### config.mk
export PLATFORM = sky130hd
export DESIGN_NAME = kpr_keypad_reporter
export DESIGN_NICKNAME = d
export VERILOG_FILES = /design/src/core/kpr_pkg.sv /design/src/core/kpr_code_table.sv /design/src/core/kpr_key_fifo.sv /design/src/core/kpr_keypad_reporter.sv
export SDC_FILE = /design/constraint.sdc
export NUM_CORES = 1
export LEC_CHECK = 0
export ABC_AREA = 1
export CAP_MARGIN = 0
export CORE_MARGIN = 3
export CORE_UTILIZATION = 45
export DETAILED_ROUTE_END_ITERATION = 12
export DONT_BUFFER_PORTS = 1
export GPL_TIMING_DRIVEN = 0
export PLACE_DENSITY = 0.61
export SLEW_MARGIN = 20
export SYNTH_ARGS = -nofsm -noshare
export SYNTH_HDL_FRONTEND = slang
export SYNTH_SLANG_ARGS = --single-unit
### constraint.sdc
create_clock -name clk_sys_i -period 4.45 [get_ports clk_sys_i]
set_clock_uncertainty 0.15 [all_clocks]
set_input_delay 0.2225 -clock clk_sys_i [delete_from_list [all_inputs] [get_ports clk_sys_i]]
set_output_delay 0.2225 -clock clk_sys_i [all_outputs]
set_load 0.02 [all_outputs]
### src/core/kpr_pkg.sv
/*
 * kpr_pkg: constants, command codes, register map and state carriers for the
 * keypad event reporter.
 * assumes a 20 MHz system clock and a 32-bit AXI4-Lite register master.
 */
package kpr_pkg;

   // ****************************************
   // timing
   // ****************************************
   localparam int CLK_PERIOD_NS = 50;
   localparam int DEB_UNIT_US = 6554;
   localparam int DEB_UNIT_CYC = DEB_UNIT_US * 1000 / CLK_PERIOD_NS;
   localparam int TYPE_DELAY_MS = 1000;
   localparam int TYPE_DELAY_CYC = TYPE_DELAY_MS * 1000000 / CLK_PERIOD_NS;
   localparam int TYPE_RATE_HZ = 5;
   localparam int TYPE_PERIOD_CYC = 1000000000 / (TYPE_RATE_HZ * CLK_PERIOD_NS);

   // ****************************************
   // sizes and key codes
   // ****************************************
   localparam int NUM_KEYS = 12;
   localparam int NUM_CODES = 24;
   localparam int FIFO_DEPTH = 10;
   localparam logic [3:0] FIFO_FULL_CNT = 4'ha;
   localparam logic [3:0] FIFO_LAST = 4'h9;
   localparam logic [4:0] CODES_LAST = 5'h17;
   localparam logic [4:0] KEY_UP_OFS = 5'h0c;
   localparam logic [3:0] KEY_NONE = 4'hf;
   localparam logic [7:0] DEB_RESET = 8'h08;
   localparam logic [7:0] DOWN_BASE = 8'h41;
   localparam logic [7:0] UP_BASE = 8'h61;
   localparam logic [7:0] KEY_SKIP = 8'hff;
   localparam logic [7:0] POLL_EMPTY = 8'h00;
   localparam logic [7:0] ARG_ONE = 8'h01;

   // ****************************************
   // command bytes
   // ****************************************
   localparam logic [7:0] CMD_PREFIX = 8'hfe;
   localparam logic [7:0] CMD_PUSH_OFF = 8'h4f;
   localparam logic [7:0] CMD_POLL = 8'h26;
   localparam logic [7:0] CMD_CLEAR = 8'h45;
   localparam logic [7:0] CMD_DEBOUNCE = 8'h55;
   localparam logic [7:0] CMD_REP_MODE = 8'h7e;
   localparam logic [7:0] CMD_REP_OFF = 8'h60;
   localparam logic [7:0] CMD_ASSIGN = 8'hd5;
   localparam logic [7:0] CMD_PIN_MODE = 8'h25;

   // ****************************************
   // register map
   // ****************************************
   localparam logic [7:0] ADDR_CMD = 8'h00;
   localparam logic [7:0] ADDR_TX = 8'h04;
   localparam logic [7:0] ADDR_STAT = 8'h08;
   localparam logic [7:0] ADDR_CFG = 8'h0c;
   localparam logic [1:0] RESP_OKAY = 2'h0;
   localparam logic [1:0] RESP_SLVERR = 2'h2;
   localparam int TX_VALID_BIT = 8;
   localparam int STAT_PUSH = 0;
   localparam int STAT_REP = 1;
   localparam int STAT_HOLD = 2;
   localparam int STAT_PIN = 3;
   localparam int STAT_CNT_LSB = 4;
   localparam int STAT_KEY_LSB = 8;

   // ****************************************
   // types
   // ****************************************
   typedef enum logic [2:0] {PS_IDLE, PS_PREFIX, PS_DEB, PS_REP, PS_PIN, PS_CODES} kpr_parse_e;

   typedef struct packed {
      logic [7:0] awaddr;
      logic awvalid;
      logic [31:0] wdata;
      logic [3:0] wstrb;
      logic wvalid;
      logic bready;
      logic [7:0] araddr;
      logic arvalid;
      logic rready;
   } kpr_axi_req_s;

   typedef struct packed {
      logic awready;
      logic wready;
      logic bvalid;
      logic [1:0] bresp;
      logic arready;
      logic rvalid;
      logic [31:0] rdata;
      logic [1:0] rresp;
   } kpr_axi_rsp_s;

   typedef struct packed {
      logic [FIFO_DEPTH-1:0][7:0] mem;
      logic [3:0] wp;
      logic [3:0] rp;
      logic [3:0] cnt;
      logic [7:0] rd_data;
   } kpr_fifo_st_s;

   typedef struct packed {
      logic [NUM_CODES-1:0][7:0] mem;
      logic [7:0] rd_data;
   } kpr_table_st_s;

   typedef struct packed {
      kpr_axi_rsp_s rsp;
      logic aw_got;
      logic w_got;
      logic [7:0] awaddr;
      logic [7:0] wbyte;
      logic wlane;
      kpr_parse_e pst;
      logic [4:0] arg_cnt;
      logic push_en;
      logic rep_en;
      logic hold_mode;
      logic pin_mode;
      logic [7:0] deb;
      logic [7:0] tx_byte;
      logic tx_valid;
      logic drain_pend;
      logic poll_pend;
      logic poll_more;
      logic [3:0] cur_key;
      logic [3:0] cand_key;
      logic [17:0] pre_cnt;
      logic [7:0] deb_ticks;
      logic [24:0] rep_cnt;
      logic rep_first;
      logic lk_pend;
   } kpr_main_st_s;

endpackage

### src/core/kpr_code_table.sv
/*
 * kpr_code_table: twelve key-down and twelve key-up codes, one read port with
 * registered data and one write port.
 * assumes indices below twenty-four; reset loads the default codes.
 */
`timescale 1ns/1ps
module kpr_code_table (
   input wire logic clk_sys_i,
   input wire logic rst_b_i,
   input wire logic wr_en_i,
   input wire logic [4:0] wr_idx_i,
   input wire logic [7:0] wr_data_i,
   input wire logic [4:0] rd_idx_i,
   output logic [7:0] rd_data_o
);
   import kpr_pkg::*;

   kpr_table_st_s s;
   kpr_table_st_s next_s;

   always_comb
   begin
      next_s = s;
      if (wr_en_i)
      begin
         next_s.mem[wr_idx_i] = wr_data_i;
      end
      next_s.rd_data = s.mem[rd_idx_i];
      if (!rst_b_i)
      begin
         for (int i = 0; i < NUM_KEYS; i++)
         begin
            next_s.mem[i] = DOWN_BASE + 8'(i);
            next_s.mem[i + NUM_KEYS] = UP_BASE + 8'(i);
         end
         next_s.rd_data = 8'h00;
      end
   end

   always_ff @(posedge clk_sys_i)
   begin
      s <= next_s;
   end

   assign rd_data_o = s.rd_data;

endmodule

### src/core/kpr_key_fifo.sv
/*
 * kpr_key_fifo: ten-entry buffer of key codes with registered read data.
 * assumes one push, one pop and one clear request per cycle at most.
 */
`timescale 1ns/1ps
module kpr_key_fifo (
   input wire logic clk_sys_i,
   input wire logic rst_b_i,
   input wire logic clr_i,
   input wire logic wr_en_i,
   input wire logic [7:0] wr_data_i,
   input wire logic rd_en_i,
   output logic [7:0] rd_data_o,
   output logic [3:0] count_o,
   output logic empty_o
);
   import kpr_pkg::*;

   kpr_fifo_st_s s;
   kpr_fifo_st_s next_s;
   logic [3:0] base_cnt;
   logic push;
   logic pop;

   always_comb
   begin
      next_s = s;
      base_cnt = clr_i ? 4'h0 : s.cnt;
      // a full buffer drops new events until read or cleared
      push = wr_en_i && (base_cnt != FIFO_FULL_CNT);
      pop = rd_en_i && !clr_i && (base_cnt != 4'h0);
      if (clr_i)
      begin
         next_s.wp = 4'h0;
         next_s.rp = 4'h0;
      end
      if (pop)
      begin
         next_s.rd_data = s.mem[s.rp];
         next_s.rp = (s.rp == FIFO_LAST) ? 4'h0 : s.rp + 4'h1;
      end
      if (push)
      begin
         next_s.mem[next_s.wp] = wr_data_i;
         next_s.wp = (next_s.wp == FIFO_LAST) ? 4'h0 : next_s.wp + 4'h1;
      end
      next_s.cnt = base_cnt + 4'(push) - 4'(pop);
      if (!rst_b_i)
      begin
         next_s = '0;
      end
   end

   always_ff @(posedge clk_sys_i)
   begin
      s <= next_s;
   end

   assign rd_data_o = s.rd_data;
   assign count_o = s.cnt;
   assign empty_o = (s.cnt == 4'h0);
endmodule

### src/core/kpr_keypad_reporter.sv
/*
 * kpr_keypad_reporter: debounces twelve keys, generates key-down, key-up and
 * repeat events, and interprets keypad command bytes written over AXI4-Lite.
 * assumes key inputs synchronous to clk_sys_i, one pressed key at a time
 * (lowest index wins), and a host that reads the tx register for answers.
 */
`timescale 1ns/1ps
module kpr_keypad_reporter #(
   parameter int DEB_UNIT_CYC_P = kpr_pkg::DEB_UNIT_CYC,
   parameter int TYPE_DELAY_CYC_P = kpr_pkg::TYPE_DELAY_CYC,
   parameter int TYPE_PERIOD_CYC_P = kpr_pkg::TYPE_PERIOD_CYC
) (
   input wire logic clk_sys_i,
   input wire logic rst_b_i,
   input wire kpr_pkg::kpr_axi_req_s axi_req_i,
   output kpr_pkg::kpr_axi_rsp_s axi_rsp_o,
   input wire logic [kpr_pkg::NUM_KEYS-1:0] key_i,
   output logic general_output_pin_mode_o
);
   import kpr_pkg::*;

   kpr_main_st_s s;
   kpr_main_st_s next_s;
   logic [3:0] raw_key;
   logic wr_go;
   logic cmd_go;
   logic [7:0] cmd_byte;
   logic poll_go;
   logic deb_done;
   logic [24:0] rep_lim;
   logic ev_go;
   logic [4:0] ev_idx;
   logic tbl_wr_en;
   logic [4:0] tbl_wr_idx;
   logic [7:0] tbl_rd_data;
   logic fifo_clr;
   logic fifo_rd;
   logic [7:0] fifo_rd_data;
   logic [3:0] fifo_cnt;
   logic fifo_empty;

   kpr_code_table u_table (
      .clk_sys_i(clk_sys_i),
      .rst_b_i(rst_b_i),
      .wr_en_i(tbl_wr_en),
      .wr_idx_i(tbl_wr_idx),
      .wr_data_i(cmd_byte),
      .rd_idx_i(ev_idx),
      .rd_data_o(tbl_rd_data)
   );

   kpr_key_fifo u_fifo (
      .clk_sys_i(clk_sys_i),
      .rst_b_i(rst_b_i),
      .clr_i(fifo_clr),
      .wr_en_i(s.lk_pend),
      .wr_data_i(tbl_rd_data),
      .rd_en_i(fifo_rd),
      .rd_data_o(fifo_rd_data),
      .count_o(fifo_cnt),
      .empty_o(fifo_empty)
   );

   always_comb
   begin
      next_s = s;
      cmd_go = 1'b0;
      cmd_byte = s.wbyte;
      poll_go = 1'b0;
      ev_go = 1'b0;
      ev_idx = 5'h00;
      tbl_wr_en = 1'b0;
      tbl_wr_idx = s.arg_cnt;
      fifo_clr = 1'b0;
      fifo_rd = 1'b0;
      rep_lim = 25'h000_0000;
      raw_key = KEY_NONE;
      // keypad is blind while the header serves as general output
      for (int k = NUM_KEYS - 1; k >= 0; k--)
      begin
         if (key_i[k] && !s.pin_mode)
         begin
            raw_key = 4'(k);
         end
      end

      // ****************************************
      // axi4-lite write channel
      // ****************************************
      if (s.rsp.awready && axi_req_i.awvalid)
      begin
         next_s.rsp.awready = 1'b0;
         next_s.aw_got = 1'b1;
         next_s.awaddr = axi_req_i.awaddr;
      end
      if (s.rsp.wready && axi_req_i.wvalid)
      begin
         next_s.rsp.wready = 1'b0;
         next_s.w_got = 1'b1;
         next_s.wbyte = axi_req_i.wdata[7:0];
         next_s.wlane = axi_req_i.wstrb[0];
      end
      wr_go = s.aw_got && s.w_got && !s.rsp.bvalid;
      if (wr_go)
      begin
         next_s.aw_got = 1'b0;
         next_s.w_got = 1'b0;
         next_s.rsp.bvalid = 1'b1;
         next_s.rsp.bresp = (s.awaddr inside {ADDR_CMD, ADDR_TX, ADDR_STAT, ADDR_CFG}) ?
            RESP_OKAY : RESP_SLVERR;
         cmd_go = (s.awaddr == ADDR_CMD) && s.wlane;
      end
      if (s.rsp.bvalid && axi_req_i.bready)
      begin
         next_s.rsp.bvalid = 1'b0;
         next_s.rsp.awready = 1'b1;
         next_s.rsp.wready = 1'b1;
      end

      // ****************************************
      // axi4-lite read channel
      // ****************************************
      if (s.rsp.arready && axi_req_i.arvalid)
      begin
         next_s.rsp.arready = 1'b0;
         next_s.rsp.rvalid = 1'b1;
         next_s.rsp.rresp = RESP_OKAY;
         next_s.rsp.rdata = 32'h0000_0000;
         case (axi_req_i.araddr)
            ADDR_CMD:
            begin
               next_s.rsp.rdata = 32'h0000_0000;
            end
            ADDR_TX:
            begin
               // reading consumes the byte; a load in this same cycle wins below
               next_s.rsp.rdata[TX_VALID_BIT:0] = {s.tx_valid, s.tx_byte};
               next_s.tx_valid = 1'b0;
            end
            ADDR_STAT:
            begin
               next_s.rsp.rdata[STAT_PUSH] = s.push_en;
               next_s.rsp.rdata[STAT_REP] = s.rep_en;
               next_s.rsp.rdata[STAT_HOLD] = s.hold_mode;
               next_s.rsp.rdata[STAT_PIN] = s.pin_mode;
               next_s.rsp.rdata[STAT_CNT_LSB +: 4] = fifo_cnt;
               next_s.rsp.rdata[STAT_KEY_LSB +: 4] = s.cur_key;
            end
            ADDR_CFG:
            begin
               next_s.rsp.rdata[7:0] = s.deb;
            end
            default:
            begin
               next_s.rsp.rresp = RESP_SLVERR;
            end
         endcase
      end
      if (s.rsp.rvalid && axi_req_i.rready)
      begin
         next_s.rsp.rvalid = 1'b0;
         next_s.rsp.arready = 1'b1;
      end

      // ****************************************
      // command interpreter
      // ****************************************
      if (cmd_go)
      begin
         unique case (s.pst)
            PS_IDLE:
            begin
               // display text is someone else's business
               if (cmd_byte == CMD_PREFIX)
               begin
                  next_s.pst = PS_PREFIX;
               end
            end
            PS_PREFIX:
            begin
               next_s.pst = PS_IDLE;
               case (cmd_byte)
                  CMD_PUSH_OFF: next_s.push_en = 1'b0;
                  CMD_POLL: poll_go = 1'b1;
                  CMD_CLEAR: fifo_clr = 1'b1;
                  CMD_DEBOUNCE: next_s.pst = PS_DEB;
                  CMD_REP_MODE: next_s.pst = PS_REP;
                  CMD_REP_OFF: next_s.rep_en = 1'b0;
                  CMD_PIN_MODE: next_s.pst = PS_PIN;
                  CMD_ASSIGN:
                  begin
                     next_s.pst = PS_CODES;
                     next_s.arg_cnt = 5'h00;
                  end
                  default: next_s.pst = PS_IDLE;
               endcase
            end
            PS_DEB:
            begin
               next_s.deb = cmd_byte;
               next_s.pst = PS_IDLE;
            end
            PS_REP:
            begin
               next_s.hold_mode = (cmd_byte == ARG_ONE);
               next_s.rep_en = 1'b1;
               next_s.pst = PS_IDLE;
            end
            PS_PIN:
            begin
               next_s.pin_mode = (cmd_byte == ARG_ONE);
               next_s.pst = PS_IDLE;
            end
            PS_CODES:
            begin
               // down codes land at 0..11, up codes at 12..23, row-major
               tbl_wr_en = (cmd_byte != KEY_SKIP);
               next_s.arg_cnt = s.arg_cnt + 5'h01;
               if (s.arg_cnt == CODES_LAST)
               begin
                  next_s.pst = PS_IDLE;
               end
            end
         endcase
      end

      // ****************************************
      // poll answers and push drain
      // ****************************************
      if (poll_go)
      begin
         if (fifo_empty)
         begin
            next_s.tx_byte = POLL_EMPTY;
            next_s.tx_valid = 1'b1;
         end
         else
         begin
            fifo_rd = 1'b1;
            next_s.poll_pend = 1'b1;
            next_s.poll_more = (fifo_cnt > 4'h1);
         end
      end
      else if (s.push_en && !s.tx_valid && !s.drain_pend && !s.poll_pend && !fifo_empty)
      begin
         fifo_rd = 1'b1;
         next_s.drain_pend = 1'b1;
      end
      if (s.poll_pend)
      begin
         next_s.tx_byte = {s.poll_more, fifo_rd_data[6:0]};
         next_s.tx_valid = 1'b1;
         next_s.poll_pend = 1'b0;
      end
      if (s.drain_pend)
      begin
         next_s.tx_byte = fifo_rd_data;
         next_s.tx_valid = 1'b1;
         next_s.drain_pend = 1'b0;
      end

      // ****************************************
      // debounce and repeat
      // ****************************************
      deb_done = (s.deb_ticks >= s.deb);
      if (raw_key != s.cand_key)
      begin
         next_s.cand_key = raw_key;
         next_s.pre_cnt = 18'h0_0000;
         next_s.deb_ticks = 8'h00;
      end
      else if (raw_key != s.cur_key)
      begin
         if (deb_done)
         begin
            // a change of key releases the old one first, then presses the new
            if (s.cur_key != KEY_NONE)
            begin
               next_s.cur_key = KEY_NONE;
               ev_go = s.rep_en && s.hold_mode;
               ev_idx = 5'(s.cur_key) + KEY_UP_OFS;
            end
            else
            begin
               next_s.cur_key = s.cand_key;
               ev_go = 1'b1;
               ev_idx = {1'b0, s.cand_key};
               next_s.rep_cnt = 25'h000_0000;
               next_s.rep_first = 1'b1;
            end
         end
         else if (s.pre_cnt == 18'(DEB_UNIT_CYC_P - 1))
         begin
            next_s.pre_cnt = 18'h0_0000;
            next_s.deb_ticks = s.deb_ticks + 8'h01;
         end
         else
         begin
            next_s.pre_cnt = s.pre_cnt + 18'h0_0001;
         end
      end
      else if (s.cur_key != KEY_NONE && s.rep_en && !s.hold_mode)
      begin
         rep_lim = s.rep_first ? 25'(TYPE_DELAY_CYC_P - 1) : 25'(TYPE_PERIOD_CYC_P - 1);
         if (s.rep_cnt == rep_lim)
         begin
            next_s.rep_cnt = 25'h000_0000;
            next_s.rep_first = 1'b0;
            ev_go = 1'b1;
            ev_idx = {1'b0, s.cur_key};
         end
         else
         begin
            next_s.rep_cnt = s.rep_cnt + 25'h000_0001;
         end
      end
      // code arrives from the table one cycle later and goes to the buffer
      next_s.lk_pend = ev_go;

      if (!rst_b_i)
      begin
         next_s = '0;
         next_s.rsp.awready = 1'b1;
         next_s.rsp.wready = 1'b1;
         next_s.rsp.arready = 1'b1;
         next_s.pst = PS_IDLE;
         next_s.push_en = 1'b1;
         next_s.rep_en = 1'b1;
         next_s.hold_mode = 1'b0;
         next_s.deb = DEB_RESET;
         next_s.cur_key = KEY_NONE;
         next_s.cand_key = KEY_NONE;
         tbl_wr_en = 1'b0;
         fifo_rd = 1'b0;
         fifo_clr = 1'b0;
      end
   end

   always_ff @(posedge clk_sys_i)
   begin
      s <= next_s;
   end

   assign axi_rsp_o = s.rsp;
   assign general_output_pin_mode_o = s.pin_mode;
endmodule

==> impl_summary.txt <==
----------------------------------------------------
[GRT]
  Antenna violations before repair ... 1
  Remaining Overflow, GRT ... 0
  Pin count of the biggest net entering global routing ... 14
  Global Route Usage Sum ... 27.8%
  Vias in the first global route ... 19900
  Wire length of the first global-routing pass ... 110000 microns

[Synthesis]
  Arithmetic-cell share of the synthesized area counting full adders, half adders and majority gates ... 1.59%
  Most area-consuming cells after synthesis ... sky130_fd_sc_hd__dfxtp_1, sky130_fd_sc_hd__nand2_1, sky130_fd_sc_hd__o21ai_0, sky130_fd_sc_hd__a21oi_1, sky130_fd_sc_hd__inv_1
  Biggest area consumer among synthesized cells ... sky130_fd_sc_hd__dfxtp_1
  Main synth FF type ... sky130_fd_sc_hd__dfxtp_1
  Fraction of the mapped netlist area in simple logic gates ... 24.3%
  Proportion of register bits with asynchronous set or reset after synthesis ... 0%
  Number of distinct library cells after synthesis ... 54
  Sequential cell area fraction in the yosys report ... 41.2%
  Fraction of synthesized cell area in xor and xnor cells ... 0.502%
  Post-synth top cells ... sky130_fd_sc_hd__nand2_1, sky130_fd_sc_hd__dfxtp_1, sky130_fd_sc_hd__inv_1
  Flip-flop and latch count after synthesis ... 431
  Most frequent cell after synthesis ... sky130_fd_sc_hd__nand2_1
  Yosys warns ... 0
  Compound-gate portion of the synthesized area ... 20.3%
  Summed instance area of the synthesized netlist ... 20900 sq um
  Main combinational cell family by area after synthesis ... simple AND/OR/NAND/NOR gates
  Post-synthesis cell count ... 2964
  EDFF count, synth ... 0
  Yosys top cell area share ... 41.2%
  Mean instance size in the synthesized netlist ... 7.06 sq um
  Multiplexer area fraction after synthesis ... 0.239%

[Route]
  Via count ... 20800
  Number of DRC violations after detailed-routing iteration 0 ... 2198
  Avg WL per Cell ... 19.0 microns
  Detail Route Antenna Nets ... 0
  Top Layer Used ... met4
  DR DRC count ... 0
  TritonRoute pass-1 iters ... 5
  Met1 wire length ... 30700 microns
  Post-Route WL ... 70900 microns
  Detail-routed via count per cell ... 5.57
  DR WL met3 ... 5100 microns
  Met2 layer wire length in the routed design ... 32400 microns

[Power]
  Leakage component of the power ... 10.0 nW
  Worst ir drop on vdd ... 320 uV
  Overall Power ... 0.00893 W
  Power per unit of standard cell area ... 371 nW/um^2

[Clock tree]
  Clock transition at the registers of the reported paths ... 0.06 ns
  Post-CTS setup-driven buffer insertion count ... 0
  Root Driver ... sky130_fd_sc_hd__clkbuf_16
  Max Root-Sink Buffers ... 3
  # H-tree levels ... 2
  TritonCTS clock tree ... built
  TritonCTS Buffers ... 47
  Clock latency at the later pin of the worst-skew pair ... 0.60 ns
  Clock sink count ... 431

[Finish]
  Post-route standard cell area excluding fillers ... 24100 sq um
  Multi-input gate area ... 9920 sq um
  Fillers ... 4526
  Growth of design area from synthesis to finish ... 14.9%
  Number of nets in the final layout ... 3197
  Fraction of layout cells with a size suffix above 1 ... 8.00%
  Seq. cell area ... 8630 sq um

[Run status]
  Status ... finished, final reports clean

[Worst setup path]
  R2r setup slk ... 0.12 ns
  Sort of element at the start of the critical path ... register
  Required time of the worst setup path ... 4.73 ns
  R2R depth ... 18
  Max Fanout on Critical Path ... 10
  Worst Path Arrival ... 4.61 ns
  Endpoint class of the critical path ... register
  Worst Path Class, Setup ... register to register

[Floorplan]
  Std cell rows ... 78
  Initial Util ... 45.8%
  Die height ... 222 microns
  Die Area ... 49100 sq um
  Core region area ... 45700 sq um
  Die extent in x ... 222 microns
  Top Ports ... 113

[Place]
  Post-detailed-placement cell area ... 21800 sq um
  Routability Congestion ... 0.972
  Port Buffer Count ... 0
  Final HPWL from detailed placement ... 50400 microns

[STA]
  Fmax ... 231 MHz
  Minimum clock period after layout ... 4.33 ns
  Worst slew margin relative to its limit ... 21.8%
  Pins Over Slew Limit ... 0
  Sum Neg Setup Slack ... 0 ns
  Setup Viol. Count Final ... 0
  Pin slew with the least headroom to its limit ... 1.17 ns
  Number of failing hold endpoints at the final stage ... 0
  Setup repair after global routing missed its margin ... false
  Tcrit/Tclk final ... 97.3%

[Min path]
  Type of the tightest min-delay check ... primary input to register
  Number of cells on the worst hold path ... 5

[Job]
  Max Cap Viol ... 0

----------------------------------------------------
[what timing repair did]
action	in CTS	in global routing
hold buffers	66	0
setup endpoints to repair	0	1
hold endpoints to repair	46	0
gates resized for setup	0	1
[layout make-up]
| cell class | instances | share of cell area [%] |
|---|---|---|
| timing repair buffer | 66 | 2.75 |
| tap | 600 | 3.12 |
| inverter | 364 | 5.69 |
| antenna | 2 | 0.0208 |
| clock inverter | 25 | 1.43 |
| sequential | 431 | 35.9 |
| multi-input combinational | 1969 | 41.2 |
| buffer | 221 | 4.57 |
| clock buffer | 61 | 5.32 |
[kinds of logic after synthesis]
family,count (synthesis)
AOI/OAI and AO/OA,767
xor gates and xnor gates,12
adders and majority gates,26
buffers and inverters,585
DFF,431
muxes,5
other,1
and+or+nand+nor,1137
[through the flow]
stage / instances / hold slack (ns) / utilization (%) / setup WS, ns
global placement: 3585 / 0.215 / 47.7 / 0.354
CTS: 3737 / 0.00722 / 52.6 / 0.237
floorplan: 2985 / 0.209 / - / 1.05
finish: 3739 / 0.0469 / 52.7 / 0.120
global route: 3739 / 0.106 / 52.7 / 0.0291
detailed placement: 3585 / 0.222 / 47.7 / 0.339
[final timing paths]
kind | start | to
min | axi_req_i[9] | axi_rsp_o[13]
max | general_output_pin_mode_o | u_table.rd_data_o[0]
min reg2reg | u_table.s[140] | u_table.s[140]
max reg2reg | general_output_pin_mode_o | u_table.rd_data_o[0]
[flip-flops by register name, indices dropped and copies added (netlist names)]
register                   cells
axi_rsp_o                     19
cmd_byte                       8
general_output_pin_mode_o      1
s                             98
tbl_wr_idx                     5
u_fifo.count_o                 4
u_fifo.rd_data_o               8
u_fifo.s                      88
u_table.rd_data_o              8
u_table.s                    192
[critical path: stages, from the launching register on]
cell                            delay, ns
sky130_fd_sc_hd__dfxtp_1             0.50
sky130_fd_sc_hd__inv_2               0.10
sky130_fd_sc_hd__nand2_1             0.20
sky130_fd_sc_hd__nand2_2             0.08
sky130_fd_sc_hd__dlygate4sd3_1       0.60
sky130_fd_sc_hd__nor2_4              0.15
sky130_fd_sc_hd__nand2_2             0.10
sky130_fd_sc_hd__xnor2_1             0.13
sky130_fd_sc_hd__nor2_1              0.08
sky130_fd_sc_hd__nand3_1             0.12
sky130_fd_sc_hd__nor2_4              0.38
sky130_fd_sc_hd__nand3_4             0.25
sky130_fd_sc_hd__clkbuf_1            0.42
sky130_fd_sc_hd__a21oi_1             0.25
sky130_fd_sc_hd__o21ai_0             0.11
sky130_fd_sc_hd__nand2_1             0.11
sky130_fd_sc_hd__nand2_1             0.06
sky130_fd_sc_hd__nand3_1             0.20
sky130_fd_sc_hd__a21oi_1             0.15
[layout by cell type (no fill, tap or decap), types with 12 or more instances in the layout]
master | netlist | routed
sky130_fd_sc_hd__o21ai_1 | 15 | 15
sky130_fd_sc_hd__ha_1 | 25 | 25
sky130_fd_sc_hd__nor2_1 | 231 | 231
sky130_fd_sc_hd__clkbuf_1 | 115 | 124
sky130_fd_sc_hd__o211ai_1 | 101 | 101
sky130_fd_sc_hd__nand4_1 | 93 | 93
sky130_fd_sc_hd__inv_1 | 339 | 338
sky130_fd_sc_hd__inv_2 | 20 | 21
sky130_fd_sc_hd__a21oi_1 | 281 | 281
sky130_fd_sc_hd__nor3_1 | 32 | 32
sky130_fd_sc_hd__nand2_1 | 516 | 516
sky130_fd_sc_hd__clkinv_2 | 2 | 15
sky130_fd_sc_hd__dlygate4sd3_1 | 0 | 66
sky130_fd_sc_hd__clkbuf_16 | 0 | 47
sky130_fd_sc_hd__nor4_1 | 12 | 12
sky130_fd_sc_hd__conb_1 | 1 | 22
sky130_fd_sc_hd__o21ai_0 | 321 | 321
sky130_fd_sc_hd__buf_4 | 43 | 43
sky130_fd_sc_hd__nand3_1 | 196 | 196
sky130_fd_sc_hd__buf_2 | 37 | 37
sky130_fd_sc_hd__buf_1 | 17 | 17
sky130_fd_sc_hd__dfxtp_1 | 431 | 431
sky130_fd_sc_hd__nor2_2 | 14 | 14
[report_power, final]
part / internal [W] / switching, W / leakage, nW
Clock: 0.00245 / 0.00169 / 0.799
Sequential: 0.00392 / 0.0000416 / 3.48
Combinational: 0.000249 / 0.000585 / 5.74
Total: 0.00661 / 0.00232 / 10.0
[per-layer routing]
metal,vias to the layer above,GRT usage [%]
met2,747,45.3
met3,167,4.53
met5,-,0
met1,9823,36.9
met4,0,11.2
li1,10100,-
No activity file was read; power rests on OpenSTA's default activity.
